===== config.mk =====
export PLATFORM = sky130hd
export DESIGN_NAME = wake_syn_arp_matcher
export DESIGN_NICKNAME = d
export VERILOG_FILES = /design/src/wildcard_field_match.v /design/src/wake_event_regs.v /design/src/wake_syn_arp_matcher.v
export VERILOG_INCLUDE_DIRS = /design/src
export SDC_FILE = /design/constraint.sdc
export NUM_CORES = 1
export LEC_CHECK = 0
export BUFFER_PORTS_ARGS = -buffer_cell sky130_fd_sc_hd__buf_2
export CORE_MARGIN = 5
export CORE_UTILIZATION = 52
export DETAILED_ROUTE_END_ITERATION = 10
export PLACE_DENSITY = 0.86
export SLEW_MARGIN = 40
export SYNTH_ARGS = -nofsm -noshare
export SYNTH_HDL_FRONTEND = slang
export SYNTH_SLANG_ARGS = --single-unit

===== constraint.sdc =====
create_clock -name SYS_CLK -period 4.5 [get_ports SYS_CLK]
set_clock_uncertainty 0.15 [all_clocks]
set_input_delay 0 -clock SYS_CLK [delete_from_list [all_inputs] [get_ports SYS_CLK]]
set_output_delay 0 -clock SYS_CLK [all_outputs]
set_load 0.03 [all_outputs]

===== src/wake_syn_arp_map.vh =====
// Purpose : Constants for the suspend-time SYN and ARP frame matcher
// Assumes : APB byte addresses, 32-bit data, one word per register
// Notes   : Included by the event register and matcher design files, not the field comparator
`ifndef WAKE_SYN_ARP_MAP_VH
`define WAKE_SYN_ARP_MAP_VH

// ***************************************************************
// Register byte offsets
// ***************************************************************
`define V6_SYN_PORT_OFS      12'h6bc
`define ARP_SENDER_OFS       12'h6c0
`define ARP_TARGET_OFS       12'h6c4
`define WAKE_CTRL_TWO_OFS    12'h6c8
`define WAKE_STATUS_OFS      12'h6cc
`define WAKE_CLEAR_OFS       12'h6d0
`define WAKE_ENABLE_OFS      12'h6d4

// ***************************************************************
// Field positions
// ***************************************************************
`define DEST_PORT_HI         31
`define DEST_PORT_LO         16
`define SRC_PORT_HI          15
`define SRC_PORT_LO          0
`define CTRL_SYN_WAKE_BIT    0
`define CTRL_ARP_OFFLOAD_BIT 1
`define EVT_SYN_BIT          0
`define EVT_ARP_BIT          1
`define EVT_W                2

// ***************************************************************
// Reset values
// ***************************************************************
`define V6_SYN_PORT_RST      32'h0000_0000
`define ARP_ADDR_RST         32'h0000_0000
`define CTRL_TWO_RST         2'h0
`define EVT_RST              2'h0

// ***************************************************************
// Frame codes and timing
// ***************************************************************
`define ETH_TYPE_ARP         16'h0806
`define IP_PROTO_TCP         8'h06
`define MAC_BROADCAST        48'hffff_ffff_ffff
`define APB_WAIT_CYCLES      1

`endif


===== src/wildcard_field_match.v =====
// Purpose : Compare one frame field against one configured value
// Assumes : Configured value of all zeros means "match anything"
// Notes   : Pure combinational; width set per instance
`timescale 1ns/1ps

module wildcard_field_match
#(
   parameter W = 16
)
(
   input  wire [W-1:0] cfg_value,   // Software-set reference
   input  wire [W-1:0] frame_value, // Field taken from the frame
   output wire         hit          // Field accepted
);

   // ***************************************************************
   // Compare
   // ***************************************************************
   // Zero reference skips the check and counts as a match
   assign hit = (cfg_value == {W{1'b0}}) || (cfg_value == frame_value);

endmodule


===== src/wake_event_regs.v =====
// Purpose : Sticky event status, enable mask and level interrupt
// Assumes : Set, clear and enable strobes are single cycle
// Notes   : A set in the clear cycle wins so no event is lost
`timescale 1ns/1ps
`include "wake_syn_arp_map.vh"

module wake_event_regs
(
   input  wire              clk,      // System clock
   input  wire              srst,     // Synchronous reset, high
   input  wire [`EVT_W-1:0] evt_set,  // Event pulses
   input  wire              clr_wr,   // Write to clear register
   input  wire              en_wr,    // Write to enable register
   input  wire [`EVT_W-1:0] wdata,    // Write data low bits
   output reg  [`EVT_W-1:0] status,   // Sticky event bits
   output reg  [`EVT_W-1:0] enable,   // Interrupt mask
   output reg               irq       // Level interrupt
);

   // Next-state terms
   reg [`EVT_W-1:0] next_status;

   // ***************************************************************
   // Status update
   // ***************************************************************
   // Clear first, then set, so a same-cycle event survives
   always @*
   begin
      next_status = status;
      if (clr_wr)
      begin
         next_status = next_status & ~wdata;
      end
      next_status = next_status | evt_set;
   end

   // ***************************************************************
   // Registers
   // ***************************************************************
   // Irq follows the stored state one cycle behind status
   always @(posedge clk)
   begin
      if (srst)
      begin
         status <= `EVT_RST;
         enable <= `EVT_RST;
         irq    <= 1'b0;
      end
      else
      begin
         status <= next_status;
         if (en_wr)
         begin
            enable <= wdata;
         end
         irq <= |(status & enable);
      end
   end

endmodule


===== src/wake_syn_arp_matcher.v =====
// Purpose : Match parsed receive frames for IPv6 SYN wake and ARP reply
// Assumes : Parser gives one header strobe and one end strobe per frame
// Notes   : APB slave, one wait state, all outputs from flip-flops
`timescale 1ns/1ps
`include "wake_syn_arp_map.vh"

module wake_syn_arp_matcher
(
   input  wire        SYS_CLK,           // System clock, 20 MHz
   input  wire        SRST,              // Synchronous reset, high
   input  wire        PSEL,              // APB select
   input  wire        PENABLE,           // APB access phase
   input  wire        PWRITE,            // APB direction
   input  wire [11:0] PADDR,             // APB byte address
   input  wire [31:0] PWDATA,            // APB write data
   output reg  [31:0] PRDATA,            // APB read data
   output reg         PREADY,            // APB ready
   output reg         PSLVERR,           // APB error, unmapped
   input  wire        SUSPEND_ZERO,      // Power manager: suspend zero
   input  wire [47:0] DEV_MAC_ADDR,      // Device MAC address
   input  wire        HDR_VALID,         // Parsed header strobe
   input  wire [47:0] HDR_DEST_MAC,      // Destination MAC
   input  wire [15:0] HDR_ETH_TYPE,      // Ethernet type field
   input  wire        HDR_IS_V6,         // Frame carries IPv6
   input  wire [7:0]  HDR_V6_PROTO,      // Final next-header value
   input  wire        HDR_TCP_SYN,       // TCP SYN flag
   input  wire        HDR_V6_ADDR_MATCH, // IPv6 address compare result
   input  wire [15:0] HDR_SRC_PORT,      // TCP source port
   input  wire [15:0] HDR_DST_PORT,      // TCP destination port
   input  wire [31:0] HDR_ARP_SENDER_ADDRESS_REGISTER,       // ARP sender protocol addr
   input  wire [31:0] HDR_ARP_TARGET_ADDRESS_REGISTER,       // ARP target protocol addr
   input  wire        FRAME_END,         // End of frame strobe
   input  wire        FRAME_ERR,         // Frame error, with FRAME_END
   output reg         SYN_WAKE,          // Wakeup pulse
   output reg         ARP_REPLY_REQ,     // Reply request to transmit
   output wire        IRQ                // Level interrupt
);

   // ***************************************************************
   // Local constants
   // ***************************************************************
   localparam [1:0] ST_IDLE = 2'b01;  // Waiting for a header
   localparam [1:0] ST_HELD = 2'b10;  // Header seen, waiting for end

   // ***************************************************************
   // Declarations
   // ***************************************************************
   reg  [31:0] v6_syn_port_register;        // Dest and source ports
   reg  [31:0] arp_sender_address_register; // Sender protocol address
   reg  [31:0] arp_target_address_register; // Target protocol address
   reg  [1:0]  wake_control_status_two;     // Wake and offload enables
   reg  [1:0]  state;                       // Frame tracking state
   reg  [1:0]  next_state;                  // Next frame state
   reg         syn_pend;                    // SYN match awaiting end
   reg         next_syn_pend;               // Next SYN pending
   reg         arp_pend;                    // ARP match awaiting end
   reg         next_arp_pend;               // Next ARP pending
   reg         next_syn_wake;               // Next wake pulse
   reg         next_arp_req;                // Next reply pulse
   reg  [31:0] next_prdata;                 // Read mux result
   reg         next_pslverr;                // Unmapped flag
   wire [1:0]  port_hit;                    // Source, dest port hits
   wire [1:0]  arp_hit;                     // Sender, target hits
   wire [31:0] frame_ports;                 // Frame ports, reg layout
   wire [63:0] frame_arp;                   // Frame addrs, reg layout
   wire [63:0] cfg_arp;                     // Configured ARP addrs
   wire        v6_syn_wake_enable;          // SYN wake enabled
   wire        arp_offload_enable;          // ARP offload enabled
   wire        own_mac;                     // Dest MAC is ours
   wire        v6_dest_ok;                  // SYN MAC filter passed
   wire        arp_dest_ok;                 // ARP MAC filter passed
   wire        syn_match;                   // Whole SYN match
   wire        arp_match;                   // Whole ARP match
   wire        apb_access;                  // Access phase active
   wire        apb_write;                   // Write commit cycle
   wire [`EVT_W-1:0] evt_status;            // Sticky events
   wire [`EVT_W-1:0] evt_enable;            // Event mask

   // ***************************************************************
   // Functions
   // ***************************************************************
   // Address decode, shared by read mux and write strobes
   function addr_is;
      input [11:0] addr;
      input [11:0] ofs;
      begin
         addr_is = (addr == ofs);
      end
   endfunction

   // Broadcast test, shared by both MAC filters
   function is_broadcast;
      input [47:0] mac;
      begin
         is_broadcast = (mac == `MAC_BROADCAST);
      end
   endfunction

   // ***************************************************************
   // Enables and MAC filters
   // ***************************************************************
   assign v6_syn_wake_enable = wake_control_status_two[`CTRL_SYN_WAKE_BIT];
   assign arp_offload_enable =
      wake_control_status_two[`CTRL_ARP_OFFLOAD_BIT];
   assign own_mac = (HDR_DEST_MAC == DEV_MAC_ADDR);
   // Group bit (first transmitted bit) marks multicast
   assign v6_dest_ok = own_mac || HDR_DEST_MAC[40] ||
                       is_broadcast(HDR_DEST_MAC);
   // ARP takes no multicast, only own or broadcast
   assign arp_dest_ok = own_mac || is_broadcast(HDR_DEST_MAC);

   // ***************************************************************
   // Field comparators
   // ***************************************************************
   assign frame_ports = {HDR_DST_PORT, HDR_SRC_PORT};
   assign frame_arp   = {HDR_ARP_TARGET_ADDRESS_REGISTER, HDR_ARP_SENDER_ADDRESS_REGISTER};
   assign cfg_arp     = {arp_target_address_register,
                         arp_sender_address_register};

   // Index 0 is source / sender, index 1 is dest / target
   genvar gi;
   generate
      for (gi = 0; gi < 2; gi = gi + 1)
      begin : g_cmp
         // Zero port field skips its compare
         wildcard_field_match #(.W(16)) u_port
         (
            .cfg_value   (v6_syn_port_register[gi*16 +: 16]),
            .frame_value (frame_ports[gi*16 +: 16]),
            .hit         (port_hit[gi])
         );
         // Zero address skips its compare
         wildcard_field_match #(.W(32)) u_arp
         (
            .cfg_value   (cfg_arp[gi*32 +: 32]),
            .frame_value (frame_arp[gi*32 +: 32]),
            .hit         (arp_hit[gi])
         );
      end
   endgenerate

   // ***************************************************************
   // Match terms
   // ***************************************************************
   // Gate order: enable and state, MAC, TCP, then SYN/addr/ports
   assign syn_match = v6_syn_wake_enable && SUSPEND_ZERO &&
                      HDR_IS_V6 && v6_dest_ok &&
                      (HDR_V6_PROTO == `IP_PROTO_TCP) &&
                      HDR_TCP_SYN && HDR_V6_ADDR_MATCH &&
                      (&port_hit);
   assign arp_match = arp_offload_enable &&
                      (HDR_ETH_TYPE == `ETH_TYPE_ARP) &&
                      arp_dest_ok && (&arp_hit);

   // ***************************************************************
   // Frame tracking
   // ***************************************************************
   // Matches are held until the error status arrives at frame end
   always @*
   begin
      next_state    = state;
      next_syn_pend = syn_pend;
      next_arp_pend = arp_pend;
      next_syn_wake = 1'b0;
      next_arp_req  = 1'b0;
      case (state)
         ST_IDLE:
         begin
            if (HDR_VALID && FRAME_END)
            begin
               // Short frame: header and end together
               next_syn_wake = syn_match && !FRAME_ERR;
               next_arp_req  = arp_match && !FRAME_ERR;
            end
            else if (HDR_VALID)
            begin
               next_syn_pend = syn_match;
               next_arp_pend = arp_match;
               next_state    = ST_HELD;
            end
         end
         ST_HELD:
         begin
            // A second header before the end is ignored
            if (FRAME_END)
            begin
               next_syn_wake = syn_pend && !FRAME_ERR;
               next_arp_req  = arp_pend && !FRAME_ERR;
               next_syn_pend = 1'b0;
               next_arp_pend = 1'b0;
               next_state    = ST_IDLE;
            end
         end
         default:
         begin
            // Recover from an illegal code
            next_state    = ST_IDLE;
            next_syn_pend = 1'b0;
            next_arp_pend = 1'b0;
         end
      endcase
   end

   // Frame state and output pulses
   always @(posedge SYS_CLK)
   begin
      if (SRST)
      begin
         state         <= ST_IDLE;
         syn_pend      <= 1'b0;
         arp_pend      <= 1'b0;
         SYN_WAKE      <= 1'b0;
         ARP_REPLY_REQ <= 1'b0;
      end
      else
      begin
         state         <= next_state;
         syn_pend      <= next_syn_pend;
         arp_pend      <= next_arp_pend;
         SYN_WAKE      <= next_syn_wake;
         ARP_REPLY_REQ <= next_arp_req;
      end
   end

   // ***************************************************************
   // APB slave
   // ***************************************************************
   // One wait state keeps PRDATA and PREADY straight from flops
   assign apb_access = PSEL && PENABLE;
   assign apb_write  = apb_access && PREADY && PWRITE;

   // Read mux and unmapped detect
   always @*
   begin
      next_prdata  = 32'h0000_0000;
      next_pslverr = 1'b0;
      if (addr_is(PADDR, `V6_SYN_PORT_OFS))
      begin
         next_prdata = v6_syn_port_register;
      end
      else if (addr_is(PADDR, `ARP_SENDER_OFS))
      begin
         next_prdata = arp_sender_address_register;
      end
      else if (addr_is(PADDR, `ARP_TARGET_OFS))
      begin
         next_prdata = arp_target_address_register;
      end
      else if (addr_is(PADDR, `WAKE_CTRL_TWO_OFS))
      begin
         next_prdata = {30'h0000_0000, wake_control_status_two};
      end
      else if (addr_is(PADDR, `WAKE_STATUS_OFS))
      begin
         next_prdata = {30'h0000_0000, evt_status};
      end
      else if (addr_is(PADDR, `WAKE_CLEAR_OFS))
      begin
         // Write-only, reads as zero
         next_prdata = 32'h0000_0000;
      end
      else if (addr_is(PADDR, `WAKE_ENABLE_OFS))
      begin
         next_prdata = {30'h0000_0000, evt_enable};
      end
      else
      begin
         // Unmapped: zero data and an error
         next_pslverr = 1'b1;
      end
   end

   // Handshake, read capture and register writes
   always @(posedge SYS_CLK)
   begin
      if (SRST)
      begin
         PREADY                      <= 1'b0;
         PRDATA                      <= 32'h0000_0000;
         PSLVERR                     <= 1'b0;
         v6_syn_port_register        <= `V6_SYN_PORT_RST;
         arp_sender_address_register <= `ARP_ADDR_RST;
         arp_target_address_register <= `ARP_ADDR_RST;
         wake_control_status_two     <= `CTRL_TWO_RST;
      end
      else
      begin
         // Ready rises in the second access cycle, drops after
         PREADY  <= apb_access && !PREADY;
         PSLVERR <= apb_access && !PREADY && next_pslverr;
         if (apb_access && !PREADY && !PWRITE)
         begin
            PRDATA <= next_prdata;
         end
         else
         begin
            // Read data stands only in the ready cycle of a read
            PRDATA <= 32'h0000_0000;
         end
         // Writes commit only at the ready edge
         if (apb_write && addr_is(PADDR, `V6_SYN_PORT_OFS))
         begin
            v6_syn_port_register <= PWDATA;
         end
         if (apb_write && addr_is(PADDR, `ARP_SENDER_OFS))
         begin
            arp_sender_address_register <= PWDATA;
         end
         if (apb_write && addr_is(PADDR, `ARP_TARGET_OFS))
         begin
            arp_target_address_register <= PWDATA;
         end
         if (apb_write && addr_is(PADDR, `WAKE_CTRL_TWO_OFS))
         begin
            wake_control_status_two <= PWDATA[1:0];
         end
      end
   end

   // ***************************************************************
   // Event status and interrupt
   // ***************************************************************
   // Events are logged from the same pulses that leave the block
   wake_event_regs u_evt
   (
      .clk     (SYS_CLK),
      .srst    (SRST),
      .evt_set ({ARP_REPLY_REQ, SYN_WAKE}),
      .clr_wr  (apb_write && addr_is(PADDR, `WAKE_CLEAR_OFS)),
      .en_wr   (apb_write && addr_is(PADDR, `WAKE_ENABLE_OFS)),
      .wdata   (PWDATA[`EVT_W-1:0]),
      .status  (evt_status),
      .enable  (evt_enable),
      .irq     (IRQ)
   );

endmodule


# Word level (Yosys, flattened, before mapping)
# Cells that the tools add are included.
[classes]
eq_ne = 20
mux = 32
bitwise_logic = 5
reduce_logical = 46
[ops]
columns = ["op", "count"]
rows = [
  ["$mux W32", 3],
  ["$eq A12 B11 Y1 const B", 7],
  ["$eq A32 B32 Y1", 2],
  ["$logic_not A32 Y1", 2],
  ["$eq A48 B48 Y1", 1],
  ["$eq A48 B48 Y1 const B", 1],
  ["$eq A16 B16 Y1", 2],
  ["$logic_not A16 Y1", 2],
  ["$logic_and A1 B1 Y1", 27],
  ["$eq A16 B12 Y1 const B", 1],
  ["$mux W1", 16],
  ["$mux W2", 8],
  ["$eq A8 B3 Y1 const B", 1],
  ["$pmux W1 S2", 4],
  ["$logic_or A1 B1 Y1", 7],
  ["$ne A2 B2 Y1 const B", 3],
  ["$and A2 B2 Y2", 2],
  ["$pmux W2 S2", 1],
  ["$reduce_and A2 Y1", 2],
  ["$reduce_or A2 Y1", 2],
  ["$logic_not A1 Y1", 3],
  ["$reduce_and A3 Y1", 1],
  ["$eq A2 B1 Y1 const B", 1],
  ["$eq A2 B2 Y1 const B", 1],
  ["3 further kinds", 3],
]
[word_totals]
register_bits = 143
output_inout_bits = 37

# Logic depth before layout (Yosys ltp)
[logic_depth]
word_depth = 11
ltp_mapped = 9
mapped_depth_nobuf = 8

# By module
# From an unflattened synthesis, not the netlist that was laid out.
[hier_totals]
hier_cells = 905
area_unflattened_um2 = 7537.2
[by_module_without_submodules]
columns = ["mod", "instances", "cells_each", "area_per_inst_um2", "seq_area_each_um2"]
rows = [
  ["wake_syn_arp_matcher", 1, 728, 6104.6, 2762.6],
  ["wildcard_field_match at g_cmp[0].u_arp ...", 2, 53, 417.9, 0.0],
  ["wildcard_field_match at g_cmp[0].u_port ...", 2, 27, 206.4, 0.0],
  ["wake_event_regs", 1, 17, 183.9, 100.1],
]

# Least setup slack after synthesis
# OpenSTA, ideal clock, no wires.
[synth_timing]
path_type = "flip-flop to flip-flop"
startpoint = "register PREADY"
endpoint = "register v6_syn_port_register[10]"
arrival_time_ns = 1.649
t_required_ns = 4.222
setup_slack_ns = 2.573
stages_incl_launch_ff = 6
synth_period_minus_slack_ns = 1.927
path_cell_list = "dfxtp_1 nand4_1 nor3_2 buf_2 mux2i_1 nor2_1"
[synth_via]
elab_chain_cells = 3
[synth_lines]
columns = ["item", "line", "rtl"]
rows = [
  ["from (decl)", "wake_syn_arp_matcher.v:17", "output reg PREADY,"],
  ["from (signal assigned)", "wake_syn_arp_matcher.v:289", "PREADY <= apb_access && !PREADY;"],
  ["$logic_and A1 B1 Y1 (2 in a row)", "wake_syn_arp_matcher.v:230", "assign apb_write = apb_access && PREADY && PWRITE;"],
  ["$logic_and A1 B1 Y1", "wake_syn_arp_matcher.v:301", "if (apb_write && addr_is(PADDR, `V6_SYN_PORT_OFS))"],
  ["to (signal assigned)", "wake_syn_arp_matcher.v:281", "v6_syn_port_register <= `V6_SYN_PORT_RST;"],
  ["to (decl)", "wake_syn_arp_matcher.v:48", "reg [31:0] v6_syn_port_register;"],
]
# No other way between the ends.
# A chain may end at the register's enable or synchronous reset.

# Worst setup path after layout
[layout_timing]
startpoint = "input port HDR_DEST_MAC[40]"
endpoint = "register SYN_WAKE"
[layout_via]
elab_chain_cells = 11
word_cells_on_any_way = 12
cone_classes = "2 x eq/ne; 2 x mux; 8 x reduce/logical"
[layout_lines]
columns = ["item", "line", "rtl"]
rows = [
  ["from (decl)", "wake_syn_arp_matcher.v:22", "input wire [47:0] HDR_DEST_MAC,"],
  ["$eq A48 B48 Y1", "wake_syn_arp_matcher.v:105", "assign own_mac = (HDR_DEST_MAC == DEV_MAC_ADDR);"],
  ["$logic_or A1 B1 Y1", "wake_syn_arp_matcher.v:107", "assign v6_dest_ok = own_mac || HDR_DEST_MAC[40] ||"],
  ["$logic_or A1 B1 Y1 (*)", "wake_syn_arp_matcher.v:107", ""],
  ["$logic_and A1 B1 Y1 (*)", "wake_syn_arp_matcher.v:147", "HDR_IS_V6 && v6_dest_ok &&"],
  ["$logic_and A1 B1 Y1 (*) (4 in a row)", "wake_syn_arp_matcher.v:146", "assign syn_match = v6_syn_wake_enable && SUSPEND_ZERO &&"],
  ["$logic_and A1 B1 Y1 (*)", "wake_syn_arp_matcher.v:172", "next_syn_wake = syn_match && !FRAME_ERR;"],
  ["$mux W1 (*)", "wake_syn_arp_matcher.v:169", "if (HDR_VALID && FRAME_END)"],
  ["$pmux W1 S2 (*)", "wake_syn_arp_matcher.v:166", "case (state)"],
  ["to (signal assigned)", "wake_syn_arp_matcher.v:220", "SYN_WAKE <= next_syn_wake;"],
  ["to (decl)", "wake_syn_arp_matcher.v:34", "output reg SYN_WAKE,"],
]
# Mark *: on every way between the ends. The rest lies on a longest branch, timed or not.

==> impl_metrics.prom <==
# TYPE chip_impl_metric gauge
chip_impl_info{name="outcome",value="finished clean"} 1
chip_impl_metric{name="yosys.cell_types.count",unit=""} 38
chip_impl_metric{name="leakagePower",unit="nW"} 4.54
chip_impl_metric{name="timing.max_cap.violations",unit=""} 0
chip_impl_info{name="end_kind",value="flop"} 1
chip_impl_metric{name="timing.hold.worst_path_depth",unit=""} 6
chip_impl_info{name="root_buffer",value="sky130_fd_sc_hd__clkbuf_16"} 1
chip_impl_metric{name="synth_area",unit="µm²"} 7430
chip_impl_metric{name="max_clock_freq",unit="MHz"} 315
chip_impl_metric{name="synth_warnings",unit=""} 0
chip_impl_metric{name="number_of_sinks_handled_by_clock_tree_synthesis",unit=""} 143
chip_impl_metric{name="cts.path.max_buffers",unit=""} 2
chip_impl_metric{name="detailed_place.area",unit="µm²"} 9110
chip_impl_metric{name="first_global_vias",unit=""} 8683
chip_impl_metric{name="p_per_area",unit="nW/µm²"} 305
chip_impl_info{name="path_common_cell",value="sky130_fd_sc_hd__dlygate4sd3_1"} 1
chip_impl_metric{name="synth_edf_count",unit=""} 0
chip_impl_metric{name="r2r_cell_count",unit=""} 10
chip_impl_metric{name="yosysTopAreaCellShare",unit="%"} 38.6
chip_impl_info{name="timing.setup.critical_path_class",value="in2reg"} 1
chip_impl_metric{name="cts_made_buffers",unit=""} 17
chip_impl_metric{name="final_antenna_net_count",unit=""} 0
chip_impl_metric{name="layout_worst_path_cycle_share",unit="%"} 70.5
chip_impl_info{name="critical_path.cell_chain",value="dlygate4sd3_1 > buf_2 > xor2_1 > nor4_1 > nand4_1 > o31ai_1 > o2111ai_1 > dlygate4sd3_1 > a21oi_1 > dlygate4sd3_1"} 1
chip_impl_metric{name="setup_violations",unit=""} 0
chip_impl_metric{name="via_count",unit=""} 8479
chip_impl_metric{name="max_rail_drop_vdd",unit="µV"} 255
chip_impl_metric{name="slew_violations",unit=""} 0
chip_impl_metric{name="track_usage",unit="%"} 33.6
chip_impl_metric{name="number_of_antenna_violations_at_the_first_check_in_global_routing",unit=""} 0
chip_impl_metric{name="post-route-drc-count",unit=""} 0
chip_impl_info{name="critical_path.startpoint_type",value="input pin"} 1
chip_impl_metric{name="worstPathBufferInverterCount",unit=""} 4
chip_impl_metric{name="num_rows",unit=""} 43
chip_impl_metric{name="grt_first_pass_wirelength",unit="µm"} 43400
chip_impl_metric{name="clock_tree.htree_level_count",unit=""} 4
chip_impl_metric{name="die-height",unit="µm"} 130
chip_impl_info{name="cpLargestDelayFamily",value="buffers and inverters"} 1
chip_impl_metric{name="drive_above_1_share",unit="%"} 27.9
chip_impl_metric{name="max_slew_margin",unit="%"} 44.8
chip_impl_info{name="post-synth-top-count-cell",value="sky130_fd_sc_hd__xor2_1"} 1
chip_impl_metric{name="core_region_area",unit="µm²"} 13900
chip_impl_metric{name="critical_path_arrival",unit="ns"} 3.38
chip_impl_metric{name="synth_cells",unit=""} 904
chip_impl_metric{name="grt_start_max_net_pins",unit=""} 111
chip_impl_metric{name="ctsResizeCount",unit=""} 0
chip_impl_info{name="ys_dominant_reg_cell",value="sky130_fd_sc_hd__dfxtp_1"} 1
chip_impl_metric{name="routabilityCongestion",unit=""} 1.02
chip_impl_metric{name="boundary_pin_count",unit=""} 309
chip_impl_metric{name="worst-endpoint-required",unit="ns"} 4.71
chip_impl_metric{name="clkSlewWorstSetupHoldPaths",unit="ns"} 0.06
chip_impl_metric{name="sequential_cell_area_fraction_in_the_yosys_report",unit="%"} 38.6
chip_impl_metric{name="place.detailed.hpwl",unit="µm"} 21000
chip_impl_info{name="holdCritStartpoint",value="PADDR[8]"} 1
chip_impl_metric{name="insertedDiodeCount",unit=""} 0
chip_impl_info{name="crit_slowest_cell",value="sky130_fd_sc_hd__o31ai_1"} 1
chip_impl_metric{name="r2r_setup_slack",unit="ns"} 1.44
chip_impl_metric{name="drtPass1Iterations",unit=""} 7
chip_impl_info{name="crit-reg2reg-launch",value="state[1]$_SDFFE_PP0P_"} 1
chip_impl_info{name="synth_top_cells_by_count",value="sky130_fd_sc_hd__xor2_1, sky130_fd_sc_hd__dfxtp_1, sky130_fd_sc_hd__nand2_1, sky130_fd_sc_hd__nor2_1, sky130_fd_sc_hd__a21oi_1"} 1
chip_impl_metric{name="postSynthAreaPerCell",unit="µm²"} 8.21
chip_impl_info{name="tritoncts",value="yes"} 1
chip_impl_metric{name="period_minus_ws_final",unit="ns"} 3.17
chip_impl_metric{name="post_detailed_route_via_to_cell_ratio",unit=""} 5.88
chip_impl_info{name="hold_class",value="in2reg"} 1
chip_impl_metric{name="cp_max_fo",unit=""} 4
chip_impl_metric{name="cp_slowest_stage_delay",unit="ns"} 0.60
chip_impl_info{name="rsz_0062_raised_after_global_routing",value="no"} 1
chip_impl_metric{name="globalRouteOverflowTotal",unit=""} 0
chip_impl_metric{name="die_x",unit="µm"} 130
chip_impl_metric{name="hold_violations",unit=""} 0
chip_impl_info{name="largest_area_contributor_in_the_netlist",value="sky130_fd_sc_hd__dfxtp_1"} 1
chip_impl_metric{name="worst_slew_pin_slew",unit="ns"} 0.828
chip_impl_info{name="whs_endpoint",value="wake_control_status_two[1]$_SDFFE_PP0P_"} 1
chip_impl_metric{name="postRouteWirelength",unit="µm"} 29000
chip_impl_info{name="regToRegEndpoint",value="SYN_WAKE$_SDFF_PP0_"} 1
chip_impl_metric{name="mappedNetlistNets",unit=""} 1178
chip_impl_metric{name="fill_cells",unit=""} 979
chip_impl_metric{name="dr.first_iter.drc_count",unit=""} 929
chip_impl_metric{name="finish.instance_area",unit="µm²"} 10200
chip_impl_metric{name="route.detailed.wl_per_inst",unit="µm"} 20.1
chip_impl_metric{name="clock_latency",unit="ns"} 0.42
chip_impl_metric{name="flow.area_growth_from_synthesis",unit="%"} 38.0
chip_impl_metric{name="nNetsFinal",unit=""} 1525
chip_impl_metric{name="setup_total_negative_slack",unit="ns"} 0
chip_impl_metric{name="starting_density",unit="%"} 53.3
chip_impl_metric{name="yosys_register_bits",unit=""} 143
chip_impl_metric{name="async_flop_share",unit="%"} 0
chip_impl_info{name="synth.top_cells.by_area",value="sky130_fd_sc_hd__dfxtp_1, sky130_fd_sc_hd__xor2_1, sky130_fd_sc_hd__mux2i_1"} 1
chip_impl_metric{name="port-buffer-count",unit=""} 308
chip_impl_metric{name="die_area",unit="µm²"} 16800
## registers in the layout (all words and copies together) (netlist names), 2 cells and up
register,count
u_evt.status,2
arp_target_address_register,32
u_evt.enable,2
state,2
PRDATA,32
arp_sender_address_register,32
wake_control_status_two,2
v6_syn_port_register,32
## metal layers
metal	vias to the layer above	global-route usage, %	share of wire [%]
met4	0	21.5	6.6
met1	3844	36.0	33
met5	-	0	0
li1	3822	-	-
met3	147	7.09	11
met2	666	59.9	50
## cells in the final DEF (no fill, tap or decap), types with 4 or more instances in the layout
| cell | synthesis | final |
|---|---|---|
| sky130_fd_sc_hd__bufinv_16 | 0 | 4 |
| sky130_fd_sc_hd__inv_1 | 5 | 5 |
| sky130_fd_sc_hd__dfxtp_1 | 143 | 143 |
| sky130_fd_sc_hd__a21oi_1 | 106 | 106 |
| sky130_fd_sc_hd__dlygate4sd3_1 | 0 | 53 |
| sky130_fd_sc_hd__mux2i_1 | 65 | 65 |
| sky130_fd_sc_hd__nor2_1 | 112 | 110 |
| sky130_fd_sc_hd__nand3_1 | 7 | 7 |
| sky130_fd_sc_hd__xor2_1 | 144 | 144 |
| sky130_fd_sc_hd__nand2_1 | 141 | 141 |
| sky130_fd_sc_hd__nor4_1 | 66 | 66 |
| sky130_fd_sc_hd__clkbuf_1 | 28 | 4 |
| sky130_fd_sc_hd__buf_4 | 0 | 9 |
| sky130_fd_sc_hd__clkbuf_16 | 0 | 17 |
| sky130_fd_sc_hd__buf_2 | 10 | 307 |
| sky130_fd_sc_hd__nand4_1 | 31 | 31 |
## metrics by stage
stage | utilization [%] | cells | worst slack [ns] | power (mW) | hold WS [ns]
floorplan | - | 904 | 2.57 | 1.45 | -0.0510
global placement | 65.4 | 1359 | 2.32 | 1.64 | 0.124
detailed placement | 65.4 | 1359 | 2.13 | 1.64 | 0.127
CTS | 73.5 | 1442 | 1.44 | 3.11 | 0.0229
global route | 73.5 | 1442 | 1.12 | 3.21 | 0.0933
finish | 73.5 | 1442 | 1.33 | 3.12 | 0.0544
## cells by family (layout without fill, tap and decap cells)
family	after synthesis	after routing	synth area share, %
compound gates	121	121	8.44
xor+xnor	144	144	17.0
fa+ha+maj	2	2	0.337
buf+inv	48	406	2.59
flops	143	143	38.6
mux	65	65	8.76
simple gates	381	381	24.3
## how the worst max path moves through the flow
stage / startpoint / endpoint / slack [ns] / depth (start not counted)
global route: HDR_DEST_MAC[40] / SYN_WAKE$_SDFF_PP0_ / 1.12 / 10
global placement: PADDR[8] / arp_sender_address_register[18]$_SDFFE_PP0P_ / 2.32 / 9
finish: HDR_DEST_MAC[40] / SYN_WAKE$_SDFF_PP0_ / 1.33 / 10
detailed placement: PADDR[8] / arp_sender_address_register[12]$_SDFFE_PP0P_ / 2.13 / 9
floorplan: PREADY$_SDFF_PP0_ / v6_syn_port_register[10]$_SDFFE_PP0P_ / 2.57 / 5
CTS: HDR_DEST_MAC[40] / SYN_WAKE$_SDFF_PP0_ / 1.44 / 10
## where the power goes
| group | internal (mW) | switching, mW |
|---|---|---|
| logic | 0.183 | 0.195 |
| clock network | 0.948 | 0.514 |
| registers | 1.27 | 0.00604 |
## worst min-delay path, stage by stage
cell                      delay (ns)
sky130_fd_sc_hd__buf_2          0.08
sky130_fd_sc_hd__nor4b_2        0.05
sky130_fd_sc_hd__nand4_1        0.16
sky130_fd_sc_hd__nor2_1         0.12
sky130_fd_sc_hd__nand3_1        0.10
sky130_fd_sc_hd__a21oi_1        0.06
## layout make-up
| class | count | area, µm² | share of cell area, % |
|---|---|---|---|
| clock buffers | 23 | 468 | 4.57 |
| clock inverters | 7 | 135 | 1.32 |
| inverters | 6 | 22.5 | 0.220 |
| multi-input cells | 713 | 4390 | 42.8 |
| flip-flops and latches | 143 | 2860 | 27.9 |
| well taps | 180 | 225 | 2.20 |
| repair buffers | 370 | 2150 | 20.9 |
## timing repair
item,in CTS,in global routing
hold buffers,53,0
setup endpoints to repair,0,0
setup buffers,0,0
hold endpoints to repair,111,0
Power figures use the tool's default switching activity.
